===== config.mk =====
export PLATFORM = sky130hd
export DESIGN_NAME = rcd_reset_cause
export DESIGN_NICKNAME = d
export VERILOG_FILES = /design/src/hdl/rcd_pkg.sv /design/src/hdl/rcd_pin_sync.sv /design/src/hdl/rcd_reset_cause.sv
export SDC_FILE = /design/constraint.sdc
export NUM_CORES = 1
export LEC_CHECK = 0
export BUFFER_PORTS_ARGS = -buffer_cell sky130_fd_sc_hd__buf_2
export CORE_MARGIN = 3
export CORE_UTILIZATION = 40
export DETAILED_ROUTE_END_ITERATION = 6
export GPL_TIMING_DRIVEN = 0
export PLACE_DENSITY = 0.67
export SETUP_SLACK_MARGIN = 0.15
export SYNTH_ARGS = -nofsm -noshare
export SYNTH_HDL_FRONTEND = slang
export SYNTH_SLANG_ARGS = --single-unit
export TNS_END_PERCENT = 20

===== constraint.sdc =====
create_clock -name clock_in -period 1.65 [get_ports clock_in]
set_input_delay 0.33 -clock clock_in [delete_from_list [all_inputs] [get_ports clock_in]]
set_output_delay 0.33 -clock clock_in [all_outputs]
set_load 0.02 [all_outputs]

===== src/hdl/rcd_pkg.sv =====
// constants, state and carrier types for the reset cause block
// assumes one 10 MHz clock and an 8-bit register port inside the device
package rcd_pkg;

	localparam int          CLOCK_HZ          = 10_000_000;
	localparam int          ADDR_W            = 8;
	localparam int          DATA_W            = 8;

	// register addresses on the internal port
	localparam logic [7:0]  STATUS_ADDR       = 8'h00;
	localparam logic [7:0]  FORCE_ADDR        = 8'h01;

	// status bit positions
	localparam int          BIT_POR           = 7;
	localparam int          BIT_PIN           = 6;
	localparam int          BIT_WDOG          = 5;
	localparam int          BIT_ILLEGAL       = 4;
	localparam int          BIT_CLKGEN        = 2;
	localparam int          BIT_LV            = 1;

	// force reset bit position
	localparam int          BIT_FORCE         = 0;

	// read values
	localparam logic [7:0]  FORCE_READ_VAL    = 8'h00;
	localparam logic [7:0]  UNMAPPED_READ_VAL = 8'h00;

	// flag values after power-on
	localparam logic        POR_FLAG_RST      = 1'b1;
	localparam logic        LV_FLAG_RST       = 1'b1;
	localparam logic        SRC_FLAG_RST      = 1'b0;

	// reset hold length in clock cycles
	localparam int          RESET_HOLD_CYCLES = 8;
	localparam int          HOLD_CNT_W        = 4;

	// synchroniser idle values
	localparam logic        PIN_IDLE          = 1'b1;
	localparam logic        LV_TRIP_IDLE      = 1'b0;

	typedef enum logic
	{
		st_run,
		st_hold
	} rcd_state_t;

	// reset sources seen in one cycle
	typedef struct packed
	{
		logic pin;
		logic wdog;
		logic illegal;
		logic clkgen;
		logic lvr;
		logic dbg;
	} rcd_src_t;

endpackage


===== src/hdl/rcd_pin_sync.sv =====
// three-stage synchroniser for a level from outside the clock domain
// assumes the level is slow compared to the clock
`timescale 1ns/1ps
module rcd_pin_sync #(
	parameter logic IDLE = 1'b0
) (
	input  wire logic clock_in,
	input  wire logic arst_n_in,
	input  wire logic level_in,
	output logic      level_out
);

	logic stage1;
	logic stage2;
	logic stage3;

	always_ff @(posedge clock_in or negedge arst_n_in)
	begin
		if (!arst_n_in)
		begin
			stage1 <= IDLE;
			stage2 <= IDLE;
			stage3 <= IDLE;
		end
		else
		begin
			stage1 <= level_in;
			stage2 <= stage1;
			stage3 <= stage2;
		end
	end

	// change taken once stages two and three agree
	always_ff @(posedge clock_in or negedge arst_n_in)
	begin
		if (!arst_n_in)
			level_out <= IDLE;
		else if (stage2 == stage3)
			level_out <= stage3;
	end

endmodule // rcd_pin_sync


===== src/hdl/rcd_reset_cause.sv =====
// reset source capture, watchdog restart strobe and debug forced reset
// assumes arst_n_in is the power-on reset; other sources arrive as inputs
// Functional notes
// - debug forced reset leaves all flags clear
// - status write restarts watchdog, flags kept
// - power-on sets bits 7 and 1 only
// - low-voltage reset keeps bit 7, sets bit 1
// - other resets clear 7,1; flag active sources
// - pin low level sets bit 6
// - watchdog timeout sets bit 5 when enabled
// - illegal opcode, stop without stop enable, background without debug enable set bit 4
// - clock generator reset sets bit 2
// - low-voltage reset needs both enables, stop gating
// - force register reads always zero
// - user writes to force register ignored
// - bit 0 write of 1 forces reset
`timescale 1ns/1ps
module rcd_reset_cause #(
	parameter int HOLD_CYCLES = rcd_pkg::RESET_HOLD_CYCLES
) (
	input  wire logic                       clock_in,
	input  wire logic                       arst_n_in,
	input  wire logic                       reset_pin_n_in,
	input  wire logic                       low_voltage_trip_in,
	input  wire logic                       watchdog_timeout_in,
	input  wire logic                       watchdog_enable_in,
	input  wire logic                       unimpl_opcode_in,
	input  wire logic                       stop_instr_in,
	input  wire logic                       stop_mode_enable_in,
	input  wire logic                       background_entry_instruction_in,
	input  wire logic                       debug_mode_enable_in,
	input  wire logic                       clock_gen_reset_in,
	input  wire logic                       low_voltage_detect_enable_in,
	input  wire logic                       low_voltage_reset_enable_in,
	input  wire logic                       low_voltage_stop_enable_in,
	input  wire logic                       stop_mode_in,
	input  wire logic [rcd_pkg::ADDR_W-1:0] bus_addr_in,
	input  wire logic                       bus_wr_in,
	input  wire logic                       bus_rd_in,
	input  wire logic [rcd_pkg::DATA_W-1:0] bus_wdata_in,
	input  wire logic                       bus_debug_in,
	output logic                            system_reset_out,
	output logic                            watchdog_restart_out,
	output logic [rcd_pkg::DATA_W-1:0]      bus_rdata_out
);

	rcd_pkg::rcd_state_t              state;
	rcd_pkg::rcd_src_t                src;
	logic [rcd_pkg::HOLD_CNT_W-1:0]   hold_cnt;
	logic                             pin_level;
	logic                             lv_trip;
	logic                             lv_armed;
	logic                             force_req;
	logic                             other_go;
	logic                             trigger;
	logic                             bus_ok;
	logic                             flag_por;
	logic                             flag_pin;
	logic                             flag_wdog;
	logic                             flag_illegal;
	logic                             flag_clkgen;
	logic                             flag_lv;
	logic [rcd_pkg::DATA_W-1:0]       status_value;

	rcd_pin_sync #(
		.IDLE (rcd_pkg::PIN_IDLE)
	) u_pin_sync (
		.clock_in  (clock_in),
		.arst_n_in (arst_n_in),
		.level_in  (reset_pin_n_in),
		.level_out (pin_level)
	);

	rcd_pin_sync #(
		.IDLE (rcd_pkg::LV_TRIP_IDLE)
	) u_lv_sync (
		.clock_in  (clock_in),
		.arst_n_in (arst_n_in),
		.level_in  (low_voltage_trip_in),
		.level_out (lv_trip)
	);

	assign lv_armed = lv_trip & low_voltage_detect_enable_in & low_voltage_reset_enable_in
		& (~stop_mode_in | low_voltage_stop_enable_in);

	always_comb
	begin
		src.pin  = ~pin_level;
		src.wdog = watchdog_timeout_in & watchdog_enable_in;
		src.illegal = unimpl_opcode_in | (stop_instr_in & ~stop_mode_enable_in)
			| (background_entry_instruction_in & ~debug_mode_enable_in);
		src.clkgen = clock_gen_reset_in;
		src.lvr  = lv_armed;
		src.dbg  = force_req;
	end

	assign other_go = src.pin | src.wdog | src.illegal | src.clkgen;
	assign trigger  = (state == rcd_pkg::st_run) & (other_go | src.lvr | src.dbg);
	assign bus_ok   = (state == rcd_pkg::st_run);

	localparam int HOLD_CNT_W = rcd_pkg::HOLD_CNT_W;

	// reset sequencing
	always_ff @(posedge clock_in or negedge arst_n_in)
	begin
		if (!arst_n_in)
		begin
			state    <= rcd_pkg::st_hold;
			hold_cnt <= '0;
		end
		else
		begin
			case (state)
				rcd_pkg::st_run:
					if (trigger)
					begin
						state    <= rcd_pkg::st_hold;
						hold_cnt <= HOLD_CNT_W'(HOLD_CYCLES - 1);
					end
				rcd_pkg::st_hold:
					if (hold_cnt != '0)
						hold_cnt <= hold_cnt - 1'b1;
					else if (!lv_armed)
						state <= rcd_pkg::st_run;
				default:
					state <= rcd_pkg::st_hold;
			endcase
		end
	end

	always_ff @(posedge clock_in or negedge arst_n_in)
	begin
		if (!arst_n_in)
			system_reset_out <= 1'b1;
		else
			system_reset_out <= trigger | ((state == rcd_pkg::st_hold) & ((hold_cnt != '0) | lv_armed));
	end

	always_ff @(posedge clock_in or negedge arst_n_in)
	begin
		if (!arst_n_in)
		begin
			flag_por  <= rcd_pkg::POR_FLAG_RST;
			flag_lv   <= rcd_pkg::LV_FLAG_RST;
			flag_pin  <= rcd_pkg::SRC_FLAG_RST;
			flag_wdog <= rcd_pkg::SRC_FLAG_RST;
			flag_illegal <= rcd_pkg::SRC_FLAG_RST;
			flag_clkgen  <= rcd_pkg::SRC_FLAG_RST;
		end
		else if (trigger)
		begin
			if (src.lvr)
			begin
				flag_lv   <= 1'b1;
				flag_pin  <= 1'b0;
				flag_wdog <= 1'b0;
				flag_illegal <= 1'b0;
				flag_clkgen  <= 1'b0;
			end
			else
			begin
				flag_por  <= 1'b0;
				flag_lv   <= 1'b0;
				flag_pin  <= src.pin;
				flag_wdog <= src.wdog;
				flag_illegal <= src.illegal;
				flag_clkgen  <= src.clkgen;
			end
		end
	end

	always_comb
	begin
		status_value                   = '0;
		status_value[rcd_pkg::BIT_POR]  = flag_por;
		status_value[rcd_pkg::BIT_PIN]  = flag_pin;
		status_value[rcd_pkg::BIT_WDOG] = flag_wdog;
		status_value[rcd_pkg::BIT_ILLEGAL] = flag_illegal;
		status_value[rcd_pkg::BIT_CLKGEN]  = flag_clkgen;
		status_value[rcd_pkg::BIT_LV]   = flag_lv;
	end

	always_ff @(posedge clock_in or negedge arst_n_in)
	begin
		if (!arst_n_in)
			watchdog_restart_out <= 1'b0;
		else
			watchdog_restart_out <= bus_ok & bus_wr_in & (bus_addr_in == rcd_pkg::STATUS_ADDR);
	end

	always_ff @(posedge clock_in or negedge arst_n_in)
	begin
		if (!arst_n_in)
			force_req <= 1'b0;
		else
			force_req <= bus_ok & bus_wr_in & bus_debug_in & (bus_addr_in == rcd_pkg::FORCE_ADDR)
				& bus_wdata_in[rcd_pkg::BIT_FORCE];
	end

	always_ff @(posedge clock_in or negedge arst_n_in)
	begin
		if (!arst_n_in)
			bus_rdata_out <= '0;
		else if (bus_ok & bus_rd_in)
		begin
			case (bus_addr_in)
				rcd_pkg::STATUS_ADDR: bus_rdata_out <= status_value;
				rcd_pkg::FORCE_ADDR:  bus_rdata_out <= rcd_pkg::FORCE_READ_VAL;
				default:              bus_rdata_out <= rcd_pkg::UNMAPPED_READ_VAL;
			endcase
		end
	end

	property p_dbg_clear;
		@(posedge clock_in) disable iff (!arst_n_in)
		(trigger & src.dbg & ~other_go & ~src.lvr) |=> (status_value == 8'h00);
	endproperty
	a_dbg_clear: assert property (p_dbg_clear) else $error("debug reset left a flag set");

	property p_wdog_restart;
		@(posedge clock_in) disable iff (!arst_n_in)
		(bus_ok & bus_wr_in & (bus_addr_in == rcd_pkg::STATUS_ADDR) & ~trigger)
			|=> watchdog_restart_out && (status_value == $past(status_value));
	endproperty
	a_wdog_restart: assert property (p_wdog_restart) else $error("status write misbehaved");

	property p_lv_reset;
		@(posedge clock_in) disable iff (!arst_n_in)
		(trigger & src.lvr) |=> flag_lv && (flag_por == $past(flag_por))
			&& !flag_pin && !flag_wdog && !flag_illegal && !flag_clkgen;
	endproperty
	a_lv_reset: assert property (p_lv_reset) else $error("low-voltage flags wrong");

	property p_other_reset;
		@(posedge clock_in) disable iff (!arst_n_in)
		(trigger & ~src.lvr) |=> !flag_por && !flag_lv && (flag_pin == $past(~pin_level))
			&& (flag_wdog == $past(watchdog_timeout_in & watchdog_enable_in))
			&& (flag_clkgen == $past(clock_gen_reset_in));
	endproperty
	a_other_reset: assert property (p_other_reset) else $error("source flags wrong");

	property p_illegal_stop;
		@(posedge clock_in) disable iff (!arst_n_in)
		(bus_ok & ~src.lvr & stop_instr_in & ~stop_mode_enable_in) |=> flag_illegal && system_reset_out;
	endproperty
	a_illegal_stop: assert property (p_illegal_stop) else $error("illegal stop not flagged");

	property p_lv_enable;
		@(posedge clock_in) disable iff (!arst_n_in)
		(bus_ok & ~other_go & ~force_req & ~low_voltage_reset_enable_in) |=> !system_reset_out;
	endproperty
	a_lv_enable: assert property (p_lv_enable) else $error("low-voltage reset without enable");

	property p_force_read;
		@(posedge clock_in) disable iff (!arst_n_in)
		(bus_ok & bus_rd_in & (bus_addr_in == rcd_pkg::FORCE_ADDR)) |=> (bus_rdata_out == 8'h00);
	endproperty
	a_force_read: assert property (p_force_read) else $error("force register read nonzero");

	property p_user_ignored;
		@(posedge clock_in) disable iff (!arst_n_in)
		(bus_wr_in & ~bus_debug_in) |=> !force_req;
	endproperty
	a_user_ignored: assert property (p_user_ignored) else $error("user write forced reset");

	property p_force_reset;
		@(posedge clock_in) disable iff (!arst_n_in)
		(bus_ok & bus_wr_in & bus_debug_in & (bus_addr_in == rcd_pkg::FORCE_ADDR) & bus_wdata_in[0] & ~trigger)
			|=> force_req ##1 system_reset_out;
	endproperty
	a_force_reset: assert property (p_force_reset) else $error("debug force did not reset");

	property p_unimpl_zero;
		@(posedge clock_in) disable iff (!arst_n_in)
		(bus_ok & bus_rd_in & (bus_addr_in == rcd_pkg::STATUS_ADDR)) |=> !bus_rdata_out[3] && !bus_rdata_out[0];
	endproperty
	a_unimpl_zero: assert property (p_unimpl_zero) else $error("unimplemented status bit set");

	property p_flags_hold;
		@(posedge clock_in) disable iff (!arst_n_in)
		!trigger |=> $stable(status_value);
	endproperty
	a_flags_hold: assert property (p_flags_hold) else $error("flags changed without reset");

endmodule // rcd_reset_cause


# Word level (Yosys, flattened, before mapping)
# Index checks and enable logic that the tools add are counted.
[totals] regBits=30 latch_bits=0 mem_bits_rw=0 romBits=0 inputBits=35 out_inout_bits=10 wordCells=72 memories=0
[op_classes] add_sub_neg=1 multipliers=0 n_div=0 order_cmp=0 n_eq_ne=5 shift=0 muxes=12 n_bitwise=30 n_reduce_logical=4
[op_table] operator="$and 1x1->1" count=14
[op_table] operator="$or 1x1->1" count=10
[op_table] operator="$eq 8x1->1 const B" count=1
[op_table] operator="$logic_not 8->1" count=1
[op_table] operator="$mux 4" count=2
[op_table] operator="$mux 8" count=1
[op_table] operator="$pmux 4 s2" count=1
[op_table] operator="$mux 1" count=7
[op_table] operator="$not 1->1" count=6
[op_table] operator="$reduce_and 2->1" count=2
[op_table] operator="$reduce_bool 4->1" count=1
[op_table] operator="$sub 4x1->4 const B" count=1
[op_table] operator="$eq 1x1->1" count=2
[op_table] operator="$ne 2x1->1 const B" count=1
[op_table] operator="$ne 2x2->1 const B" count=1
[op_table] operator="$pmux 1 s2" count=1

# Longest topological paths before layout
# Gate-level depths: netlist of run 1.
[depth] word_depth=11 depth_mapped=6 mapped_depth_nobuf=6

# By module
# From an unflattened synthesis of run 1, not the netlist that was laid out.
[unflattened] hier_cells=99 area_unflattened_um2=1198.6
[modules_own_cells] mod="rcd_reset_cause" n_inst=1 cells_each=89 area_per_inst_um2=970.9 seq_area_each_um2=479.2
[modules_own_cells] mod="rcd_pin_sync (u_pin_sync)" n_inst=1 cells_each=5 area_per_inst_um2=116.4 seq_area_each_um2=105.1
[modules_own_cells] mod="rcd_pin_sync (u_lv_sync)" n_inst=1 cells_each=5 area_per_inst_um2=111.4 seq_area_each_um2=100.1

# Least setup slack after synthesis of run 1
# No wires, ideal clock.
[synth_timing] path_type="reg-to-reg" startpoint="register hold_cnt[0] in the netlist's numbering" endpoint="register hold_cnt[1] in the netlist's numbering" setup_time_ps=136 arrival_ps=1252 t_required_ps=1514 path_slack_ps=261 path_stages_with_launch=7 n_path_buf=0 period_less_slack_ps=1389 path_cell_list="dfrtp_1 -> inv_1 -> ha_1 -> nand2b_1 -> or3b_1 -> o21ai_0 -> a31oi_1"
[synth_between] elab_chain_cells=3 word_cells_on_any_way=6 classes_between="1 x add/sub; 1 x eq/ne; 2 x mux; 2 x reduce/logical"
[synth_rtl] item="start, declared" line="rcd_reset_cause.sv:49" text="logic [rcd_pkg::HOLD_CNT_W-1:0] hold_cnt;"
[synth_rtl] item="start signal, assigned" line="rcd_reset_cause.sv:118" text="hold_cnt <= HOLD_CNT_W'(HOLD_CYCLES - 1);"
[synth_rtl] item="start signal, assigned" line="rcd_reset_cause.sv:122" text="hold_cnt <= hold_cnt - 1'b1;"
[synth_rtl] item="$sub 4x1->4 or $reduce_bool 4->1 (tied branches)" line="rcd_reset_cause.sv:122, rcd_reset_cause.sv:121"
[synth_rtl] item="$mux 4 or $ne 2x1->1 (tied branches)"
[synth_rtl] item="$pmux 4 s2 or $reduce_and 2->1 (tied branches)"
# Parallel ways exist; a longest one is shown, timed or not. The select of a mux whose other input is x is not followed.
# A chain may end at the register's enable or synchronous reset.

# Worst setup path after layout of run 1
[layout_timing] startpoint="register hold_cnt[1] in the netlist's numbering" endpoint="register hold_cnt[1] in the netlist's numbering"
# The elaborated chain is that of the path after synthesis.

==> results of run 1 <==
==> metal layers <==
layer  part of all wire  vias up  wire length (µm)
met3              0.050        2               114
met5                  0        -                 0
li1                   -      446                 -
met1               0.41      453               930
met2               0.53       21              1220
met4             0.0088        0                20
==> placed cells by master (no fill, tap or decap), types with 3 or more instances in the layout <==
cell	Yosys	routed
clkbuf_4	0	3
clkbuf_1	2	3
dfrtp_1	20	20
buf_2	0	35
buf_4	2	4
a22o_1	6	6
a31oi_1	4	4
nand2b_1	4	4
nor2_1	4	4
a21oi_1	3	3
dfstp_2	7	7
nand2_1	3	3
nand3_1	3	3
o22ai_1	5	5
inv_1	11	9
nor3_1	5	4
==> final timing paths <==
kind                                  start  slack [ns]           endpoint  depth (start not counted)
setup / recovery                hold_cnt[1]        0.20        hold_cnt[1]                          6
hold / removal                    arst_n_in       -0.02   bus_rdata_out[6]                          1
setup reg to reg                hold_cnt[1]        0.20        hold_cnt[1]                          6
hold reg to reg            u_lv_sync.stage1        0.37   u_lv_sync.stage2                          0
max in group asynchronous         arst_n_in        1.28  u_pin_sync.stage2                          1
min in group clock_in        reset_pin_n_in        0.11  u_pin_sync.stage1                          1
==> worst max-delay path, stage by stage, from the launching register on <==
cell,delay [ns]
dfrtp_1,0.41
inv_2,0.07
ha_2,0.18
nand2b_1,0.08
or3b_4,0.43
o21ai_2,0.12
a31oi_1,0.05
==> sequential cells by signal, indices dropped and copies added (netlist names) <==
signal                flops
force_req                 1
u_pin_sync.stage2         1
flag_illegal              1
hold_cnt                  4
u_lv_sync.stage3          1
flag_clkgen               1
state                     1
u_pin_sync.stage1         1
u_pin_sync.stage3         1
flag_lv                   1
flag_por                  1
watchdog_restart_out      1
flag_pin                  1
u_lv_sync.stage2          1
flag_wdog                 1
u_pin_sync.level_out      1
bus_rdata_out             6
u_lv_sync.level_out       1
u_lv_sync.stage1          1
==> stage by stage <==
stage	utilization	hold slack [ns]	power, µW	area [µm²]
floorplan	-	0.0344	1250	1190
global placement	0.501	0.340	1380	1410
detailed placement	0.501	0.342	1410	1410
CTS	0.516	0.00136	1730	1450
global route	0.522	0.00482	1920	1470
finish	0.522	-0.0152	1760	1470
==> layout make-up <==
cell class              instances  area share
well taps                      31      0.0265
plain buffers                   4      0.0154
flip-flops and latches         27       0.467
clock buffers                   4      0.0179
repair buffers                 37       0.130
inverters                      11      0.0282
multi-input cells              62       0.315
==> power by group through the flow <==
stage	clock [µW]	combinational, µW	sequential [µW]
6_report	268	594	902
5_1_grt	316	682	923
4_1_cts	288	544	895
3_5_place_dp	0	489	923
3_3_place_gp	0	464	915
2_1_floorplan	0	350	902
==> repair_timing <==
| item | 4_1_cts | 5_1_grt |
|---|---|---|
| gates cloned | 0 | 0 |
| setup buffers | 2 | 0 |
| pin swaps | 0 | 2 |
| gates resized for setup | 0 | 9 |
| endpoints found under the setup margin | 2 | 6 |
| endpoints found under the hold margin | 0 | 0 |
==> cell families (layout without fill, tap and decap cells) <==
logic type / count (synthesis) / in the layout / synth area share
AO/OA/AOI/OAI: 25 / 25 / 0.157
buffers and inverters: 15 / 56 / 0.0537
AND/OR/NAND/NOR: 30 / 30 / 0.163
multiplexers: 1 / 1 / 0.00947
flip-flops: 27 / 27 / 0.576
other: 1 / 2 / 0.00315
adder cells (fa/ha/maj): 4 / 4 / 0.0379
==> flow_summary.yaml, run 1 <==
sta:
  setup_viol: 0
  max_freq_mhz: 689
  fin_crit_sh: 0.880
  finalHoldViolCount: 12
  slew-limit-headroom: 0.624
  tightest_slew_ns: 0.564
  maxSlewViolCount: 0
  fin_worst_skew_ns: 0.00814
  final.setup.worst_slack_ns: 0.198
  whs_ns: -0.0152
  timing.setup.tns_ns: 0
  min_period_ns: 1.45
  grt_setup_unrepaired: "true"
finish:
  fillerInstances: 262
  antennaDiodeCount: 0
  multi_input_area_um2: 462
  syn2layout_area_growth_pct: 23.3
  drive_gt1_frac: 0.421
  fin_cells: 176
  seq_area_um2: 684
  finalNetCount: 183
clock_tree:
  cts_max_level: 1
  clkLatencyLatePin_ns: 0.31
  numCtsBuffers: 3
  clock-sinks: 27
  cts_root_buf: "clkbuf_4"
  cts_hold_buf: 0
  cts_buffer_depth: 2
  path_clk_slew_ns: 0.13
  cts_tree: "built"
routing:
  num_vias: 922
  wirelength_mm: 2.28
  ant_nets: 0
  route.detailed.drc: 0
  drt_pass1_iterations: 4
  wl_per_cell_um: 13.0
  viasPerCell: 5.24
  first_iter_violations: 58
setup_path:
  crit_type: "register to register"
  cp.arrival_ns: 1.64
  end_kind: "register"
  cp-start-kind: "register"
  crit_fanout: 3
  required_ns: 1.84
grt:
  grt-busiest-layer: "met2"
  grt_first_pass_wirelength_mm: 3.99
  grt_util_met3: 0.0383
  grt_max_degree: 28
  grt_pass1_vias: 931
  grtUsageMet2: 0.265
  track_usage: 0.144
  use_met1: 0.169
  overflow: 0
  antenna_found_initial: 0
power_and_ir_drop:
  p_per_area_nw_per_um2: 1200
  p_comb_frac: 0.337
  p_seq_frac: 0.511
  intPower_uw: 1180
  vdd_ir_drop_max_mv: 0.659
  power.switching_uw: 588
  p_leak_uw: 0.000709
  pwr-share-clk: 0.152
  swShare: 0.334
floorplan:
  io_pins: 45
  initial_utilization: 0.424
  fp.dieArea_um2: 3660
  die_height_um: 60.5
  die_x_um: 60.5
  rows: 19
  core-area_um2: 2810
run_status:
  status: "finished, violations left"
  violations: "negative hold slack"
run:
  drv_cap: 0
yosys:
  yosysMostFrequentCell: "dfrtp_1"
  synth_area_um2: 1190
  synth_flop_cell: "dfrtp_1"
  ys_seq_elements: 27
  synth_commonest_cells: "dfrtp_1 (20), inv_1 (11), dfstp_2 (7)"
  yosys_warnings: 0
  yosysTopAreaCell: "dfrtp_1"
  synth_area_leaders: "dfrtp_1 (42%), dfstp_2 (15%), a22o_1 (4.4%)"
  synth-async-reset-ratio: 1.00
  synth_cells: 103
  synthDistinctLibCells: 31
  synth_seq_area_share: 0.576
  synth_edf_count: 0
  synth_area_per_cell_um2: 11.5
  synth.top_cell.area_share: 0.421
min_path:
  hold_class: "input pin to async pin"
placed_design:
  port-buffer-count: 35
  hpwl_mm: 1.80
  dp_cells: 170
  place_congestion: 0.737
  pre_cts_ws_ns: 0.118
No activity file was read; power rests on OpenSTA's default activity.
==> run 2, diff against run 1 <==
Settings changed: CTS_BUF_LIST set to sky130_fd_sc_hd__clkbuf_4 sky130_fd_sc_hd__clkbuf_8 sky130_fd_sc_hd__clkbuf_16, CTS_CLUSTER_DIAMETER set to 100.
==> run 2 against run 1 <==
Effect of this change:
- the run still ends with negative hold slack left
- global-route usage unchanged
- critical path depth did not move
- final area up 0.26%
- register-to-register slack barely moved
- total power up 0.93%
- core utilization up 0.13 points
- sequential power about the same
- largest power group unchanged
==> flow_summary.yaml, run 2 (synthesis gave the netlist of run 1 again) <==
run_status:
  status: "finished, violations left"
  violations: "negative hold slack"
sta:
  finalHoldViolCount: 12
  timing.setup.tns_ns: 0
  fin_worst_skew_ns: 0.00802
  grt_setup_unrepaired: "true"
  slew-limit-headroom: 0.624
  whs_ns: -0.0152
  max_freq_mhz: 689
  setup_viol: 0
  min_period_ns: 1.45
  tightest_slew_ns: 0.564
  fin_crit_sh: 0.880
  final.setup.worst_slack_ns: 0.198
  maxSlewViolCount: 0
setup_path:
  reg2reg_depth: 6
  crit_fanout: 3
  cp-start-kind: "register"
  end_kind: "register"
  required_ns: 1.84
  cp.arrival_ns: 1.64
  crit_type: "register to register"
  ff2ff_setup_slack_ns: 0.20
routing:
  ant_nets: 0
  first_iter_violations: 58
  drt_pass1_iterations: 4
  num_vias: 922
  viasPerCell: 5.24
  wl_per_cell_um: 13.0
  route.detailed.drc: 0
  wirelength_mm: 2.28
floorplan:
  die_x_um: 60.5
  die_height_um: 60.5
  io_pins: 45
  fp.dieArea_um2: 3660
  initial_utilization: 0.424
  core-area_um2: 2810
  rows: 19
finish:
  max_flop_register: "bus_rdata_out"
  syn2layout_area_growth_pct: 23.6
  fin_cells: 176
  layout_commonest_cell: "buf_2"
  finalNetCount: 183
  largest_reg_flops: 6
  reg.largest.list: "bus_rdata_out x6, hold_cnt x4"
  fillerInstances: 263
  drive_gt1_frac: 0.428
  mostFrequentLayoutCells: "buf_2 (35), dfrtp_1 (20), inv_1 (9), dfstp_2 (7), a22o_1 (6)"
  antennaDiodeCount: 0
power_and_ir_drop:
  pwr-share-clk: 0.160
  swShare: 0.330
  p_comb_frac: 0.334
  p_leak_uw: 0.000712
  intPower_uw: 1190
  p_total_uw: 1780
  p_per_area_nw_per_um2: 1210
  power.switching_uw: 588
  vdd_ir_drop_max_mv: 0.659
  p_seq_frac: 0.507
clock_tree:
  clock-sinks: 27
  numCtsBuffers: 3
  cts_tree: "built"
  cts_root_buf: "clkbuf_4"
  clkLatencyLatePin_ns: 0.31
  cts_max_level: 1
  cts_buffer_depth: 2
  path_clk_slew_ns: 0.13
grt:
  track_usage: 0.144
  grt_pass1_vias: 931
  overflow: 0
  antenna_found_initial: 0
  grt_first_pass_wirelength_mm: 3.99
  grt_max_degree: 28
placed_design:
  hpwl_mm: 1.80
  dp_cells: 170
  port-buffer-count: 35
  pre_cts_ws_ns: 0.118
  place_congestion: 0.737
run:
  drv_cap: 0
min_path:
  hold_class: "input pin to async pin"
## run 2: cell counts in the layout (fill, tap and decap cells not counted)
No cell type changed its count.
## run 2: power groups by stage
stage / sequential (µW) / combinational [µW] / clock [µW]
6_report: 902 / 594 / 284
5_1_grt: 923 / 682 / 333
4_1_cts: 895 / 544 / 306
3_5_place_dp: 923 / 489 / 0
3_3_place_gp: 915 / 464 / 0
2_1_floorplan: 902 / 350 / 0
## run 2: path summary, 6_finish.rpt
check / start / end
worst max-delay path: hold_cnt[1] / hold_cnt[1]
worst min-delay path: arst_n_in / bus_rdata_out[6]
worst max register to register: hold_cnt[1] / hold_cnt[1]
worst min register to register: u_lv_sync.stage1 / u_lv_sync.stage2
max in group asynchronous: arst_n_in / u_pin_sync.stage2
min in group clock_in: reset_pin_n_in / u_pin_sync.stage1
## run 2: per-layer routing
metal,global-route usage,up-vias,part of all wire
met3,0.0383,2,0.050
li1,-,446,-
met5,0,-,0
met4,0.0279,0,0.0088
met2,0.265,21,0.53
met1,0.169,453,0.41
## run 2: critical path: stages (launching register included)
cell      delay (ns)
dfrtp_1         0.41
inv_2           0.07
ha_2            0.18
nand2b_1        0.08
or3b_4          0.43
o21ai_2         0.12
a31oi_1         0.05
## run 2: area by class of cell
cell class | instances | area [µm²] | area share
timing repair buffer | 37 | 190 | 0.129
tap | 31 | 38.8 | 0.0264
sequential | 27 | 684 | 0.466
clock buffer | 4 | 30.0 | 0.0204
inverter | 11 | 41.3 | 0.0281
buffer | 4 | 22.5 | 0.0153
multi-input combinational | 62 | 462 | 0.314
## run 2: per-stage QoR
step,utilization,instance area [µm²]
detailed placement,0.501,1410
CTS,0.517,1450
finish,0.524,1470
global route,0.524,1470
global placement,0.501,1410
floorplan,-,1190
## run 2: repair_timing
item                                    CTS  global route
resized for setup                         0             9
pin swaps                                 0             2
hold buffers                              0             0
gates cloned                              0             0
setup buffers                             2             0
endpoints found under the setup margin    2             6
==> run 3, diff against run 2 <==
--- a/config.mk
+++ b/config.mk
@@ -16,4 +16,6 @@
 export SETUP_SLACK_MARGIN = 0.15
+export SLEW_MARGIN = 20
 export SYNTH_ARGS = -nofsm -noshare
 export SYNTH_HDL_FRONTEND = slang
+export SYNTH_HIERARCHICAL = 1
 export SYNTH_SLANG_ARGS = --single-unit
--- a/constraint.sdc
+++ b/constraint.sdc
@@ -3,2 +3,2 @@
 set_output_delay 0.33 -clock clock_in [all_outputs]
-set_load 0.02 [all_outputs]
+set_load 0.005 [all_outputs]
==> run 3 against run 2 <==
Effect of this change:
- the flow now finishes without violations
- global-route usage is 0.39 points higher
- worst hold slack improved by 0.11 ns
- sequential power decreased by 0.8%
- die area up 0.76%
- synthesized area up 0.84%
- setup slack better by 0.0080 ns
- final cell count shrank 0.57%
- total power up 3.3%
- clock skew is 0.0067 ns lower
- register-to-register slack about the same
- non-clock buffer count is 3 higher
- critical endpoint unchanged
==> flow_summary.yaml, run 3 <==
run_status:
  status: "complete, no violations"
clock_tree:
  cts_max_level: 1
  cts_tree: "built"
  numCtsBuffers: 3
  path_clk_slew_ns: 0.13
  cts_buffer_depth: 2
  cts_root_buf: "clkbuf_4"
  clock-sinks: 27
  clkLatencyLatePin_ns: 0.32
finish:
  drive_gt1_frac: 0.465
  max_flop_register: "bus_rdata_out"
  layout_commonest_cell: "buf_2"
  syn2layout_area_growth_pct: 25.5
  largest_reg_flops: 6
  fin_cells: 175
  fillerInstances: 263
  finalNetCount: 182
  mostFrequentLayoutCells: "buf_2 (35), dfrtp_1 (20), inv_1 (11), dfstp_2 (7)"
  reg.largest.list: "bus_rdata_out x6, hold_cnt x4"
  antennaDiodeCount: 0
grt:
  grt_first_pass_wirelength_mm: 4.11
  grt_max_degree: 28
  grt_pass1_vias: 917
  overflow: 0
  track_usage: 0.148
  antenna_found_initial: 0
setup_path:
  crit_type: "register to register"
  required_ns: 1.92
  reg2reg_depth: 6
  crit_fanout: 4
  cp-start-kind: "register"
  end_kind: "register"
  cp.arrival_ns: 1.71
floorplan:
  rows: 19
  io_pins: 45
  die_x_um: 60.7
  die_height_um: 60.7
  fp.dieArea_um2: 3690
  initial_utilization: 0.427
  core-area_um2: 2810
yosys:
  synth-async-reset-ratio: 1.00
  yosys_warnings: 6
  synth_edf_count: 0
  yosysTopAreaCell: "dfrtp_1"
  ys_seq_elements: 27
  yosysMostFrequentCell: "dfrtp_1"
  synthDistinctLibCells: 35
  synth_cells: 99
  synth_flop_cell: "dfrtp_1"
  synth_area_per_cell_um2: 12.1
  synth_commonest_cells: "dfrtp_1 (20), inv_1 (13), dfstp_2 (7)"
  synth.top_cell.area_share: 0.418
  synth_area_leaders: "dfrtp_1 (42%), dfstp_2 (15%), a22o_1 (4.4%)"
  synth_seq_area_share: 0.571
  synth_area_um2: 1200
power_and_ir_drop:
  p_per_area_nw_per_um2: 1220
  vdd_ir_drop_max_mv: 0.694
  p_total_uw: 1840
  p_leak_uw: 0.000754
routing:
  num_vias: 887
  first_iter_violations: 40
  drt_pass1_iterations: 4
  route.detailed.drc: 0
  viasPerCell: 5.07
  ant_nets: 0
  wl_per_cell_um: 13.5
  wirelength_mm: 2.36
sta:
  max_freq_mhz: 693
  min_period_ns: 1.44
  maxSlewViolCount: 0
  tightest_slew_ns: 0.590
  fin_worst_skew_ns: 0.00133
  fin_crit_sh: 0.875
  timing.setup.tns_ns: 0
  setup_viol: 0
  grt_setup_unrepaired: "true"
  finalHoldViolCount: 0
  slew-limit-headroom: 0.607
run:
  drv_cap: 0
placed_design:
  hpwl_mm: 1.78
  place_congestion: 0.770
  dp_cells: 166
  port-buffer-count: 35
min_path:
  whs_path_depth: 1
  hold_class: "input pin to register"
[run 3: cell count changes after synthesis, moves of 2 or more]
cell      change
a31oi_1       -3
inv_1         +2
maj3_1        -2
maj3_2        +2
nand2b_1      -2
nor2_1        -2
o21a_1        +3
o21ai_0       -2
[run 3: cells by family after synthesis]
logic type | count (synthesis) | synth area share
flops | 27 | 0.571
compound gates | 25 | 0.171
simple gates | 23 | 0.138
buf+inv | 17 | 0.0595
fa+ha+maj | 4 | 0.0397
mux | 2 | 0.0177
other cells | 1 | 0.00313
[run 3: metal layers]
metal / track usage / vias up / routed length (µm)
met1: 0.182 / 425 / 964
met5: 0 / - / 0
met2: 0.263 / 21 / 1260
li1: - / 439 / -
met3: 0.0383 / 2 / 121
met4: 0.0279 / 0 / 10
[run 3: layout make-up]
type | instances | area (µm²) | area share
flip-flops and latches | 27 | 684 | 0.455
multi-input cells | 56 | 462 | 0.307
repair buffers | 40 | 215 | 0.143
inverters | 13 | 48.8 | 0.0324
well taps | 31 | 38.8 | 0.0258
clock buffers | 4 | 30.0 | 0.0200
plain buffers | 4 | 25.0 | 0.0166
[run 3: through the flow]
stage | instance area [µm²] | worst slack, ns | utilization | hold slack (ns)
floorplan | 1200 | 0.236 | - | 0.0344
global placement | 1420 | 0.158 | 0.505 | 0.338
detailed placement | 1420 | 0.0971 | 0.505 | 0.342
CTS | 1490 | 0.151 | 0.530 | 0.0730
global route | 1500 | 0.120 | 0.536 | 0.0675
finish | 1500 | 0.206 | 0.536 | 0.0934
[run 3: final timing paths]
path                                         from                end  slack (ns)
min in group asynchronous               arst_n_in   bus_rdata_out[2]        0.53
worst max register to register        hold_cnt[1]        hold_cnt[1]        0.21
worst min register to register  u_pin_sync/stage1  u_pin_sync/stage2        0.37
worst max-delay path                  hold_cnt[1]        hold_cnt[1]        0.21
worst min-delay path               reset_pin_n_in  u_pin_sync/stage1        0.09
max in group asynchronous               arst_n_in        hold_cnt[2]        0.74
[run 3: power by group]
group,leakage [µW],switching [µW],total (µW),internal [µW]
combinational,0.000407,302,650,348
clock,0.0000184,182,293,111
sequential,0.000328,94.3,895,801
[run 3: worst max-delay path, cell delays in order, from the launching register on]
cell	delay, ns
dfrtp_1	0.42
inv_2	0.09
ha_4	0.15
or3b_4	0.38
nand3_1	0.09
o21ai_1	0.06
o21ba_1	0.21
[run 3: timing repair]
item,4_1_cts,5_1_grt
pin swaps,1,0
hold endpoints to repair,10,0
setup buffers,2,2
gates resized for setup,3,6
hold buffers,1,0
endpoints found under the setup margin,2,4
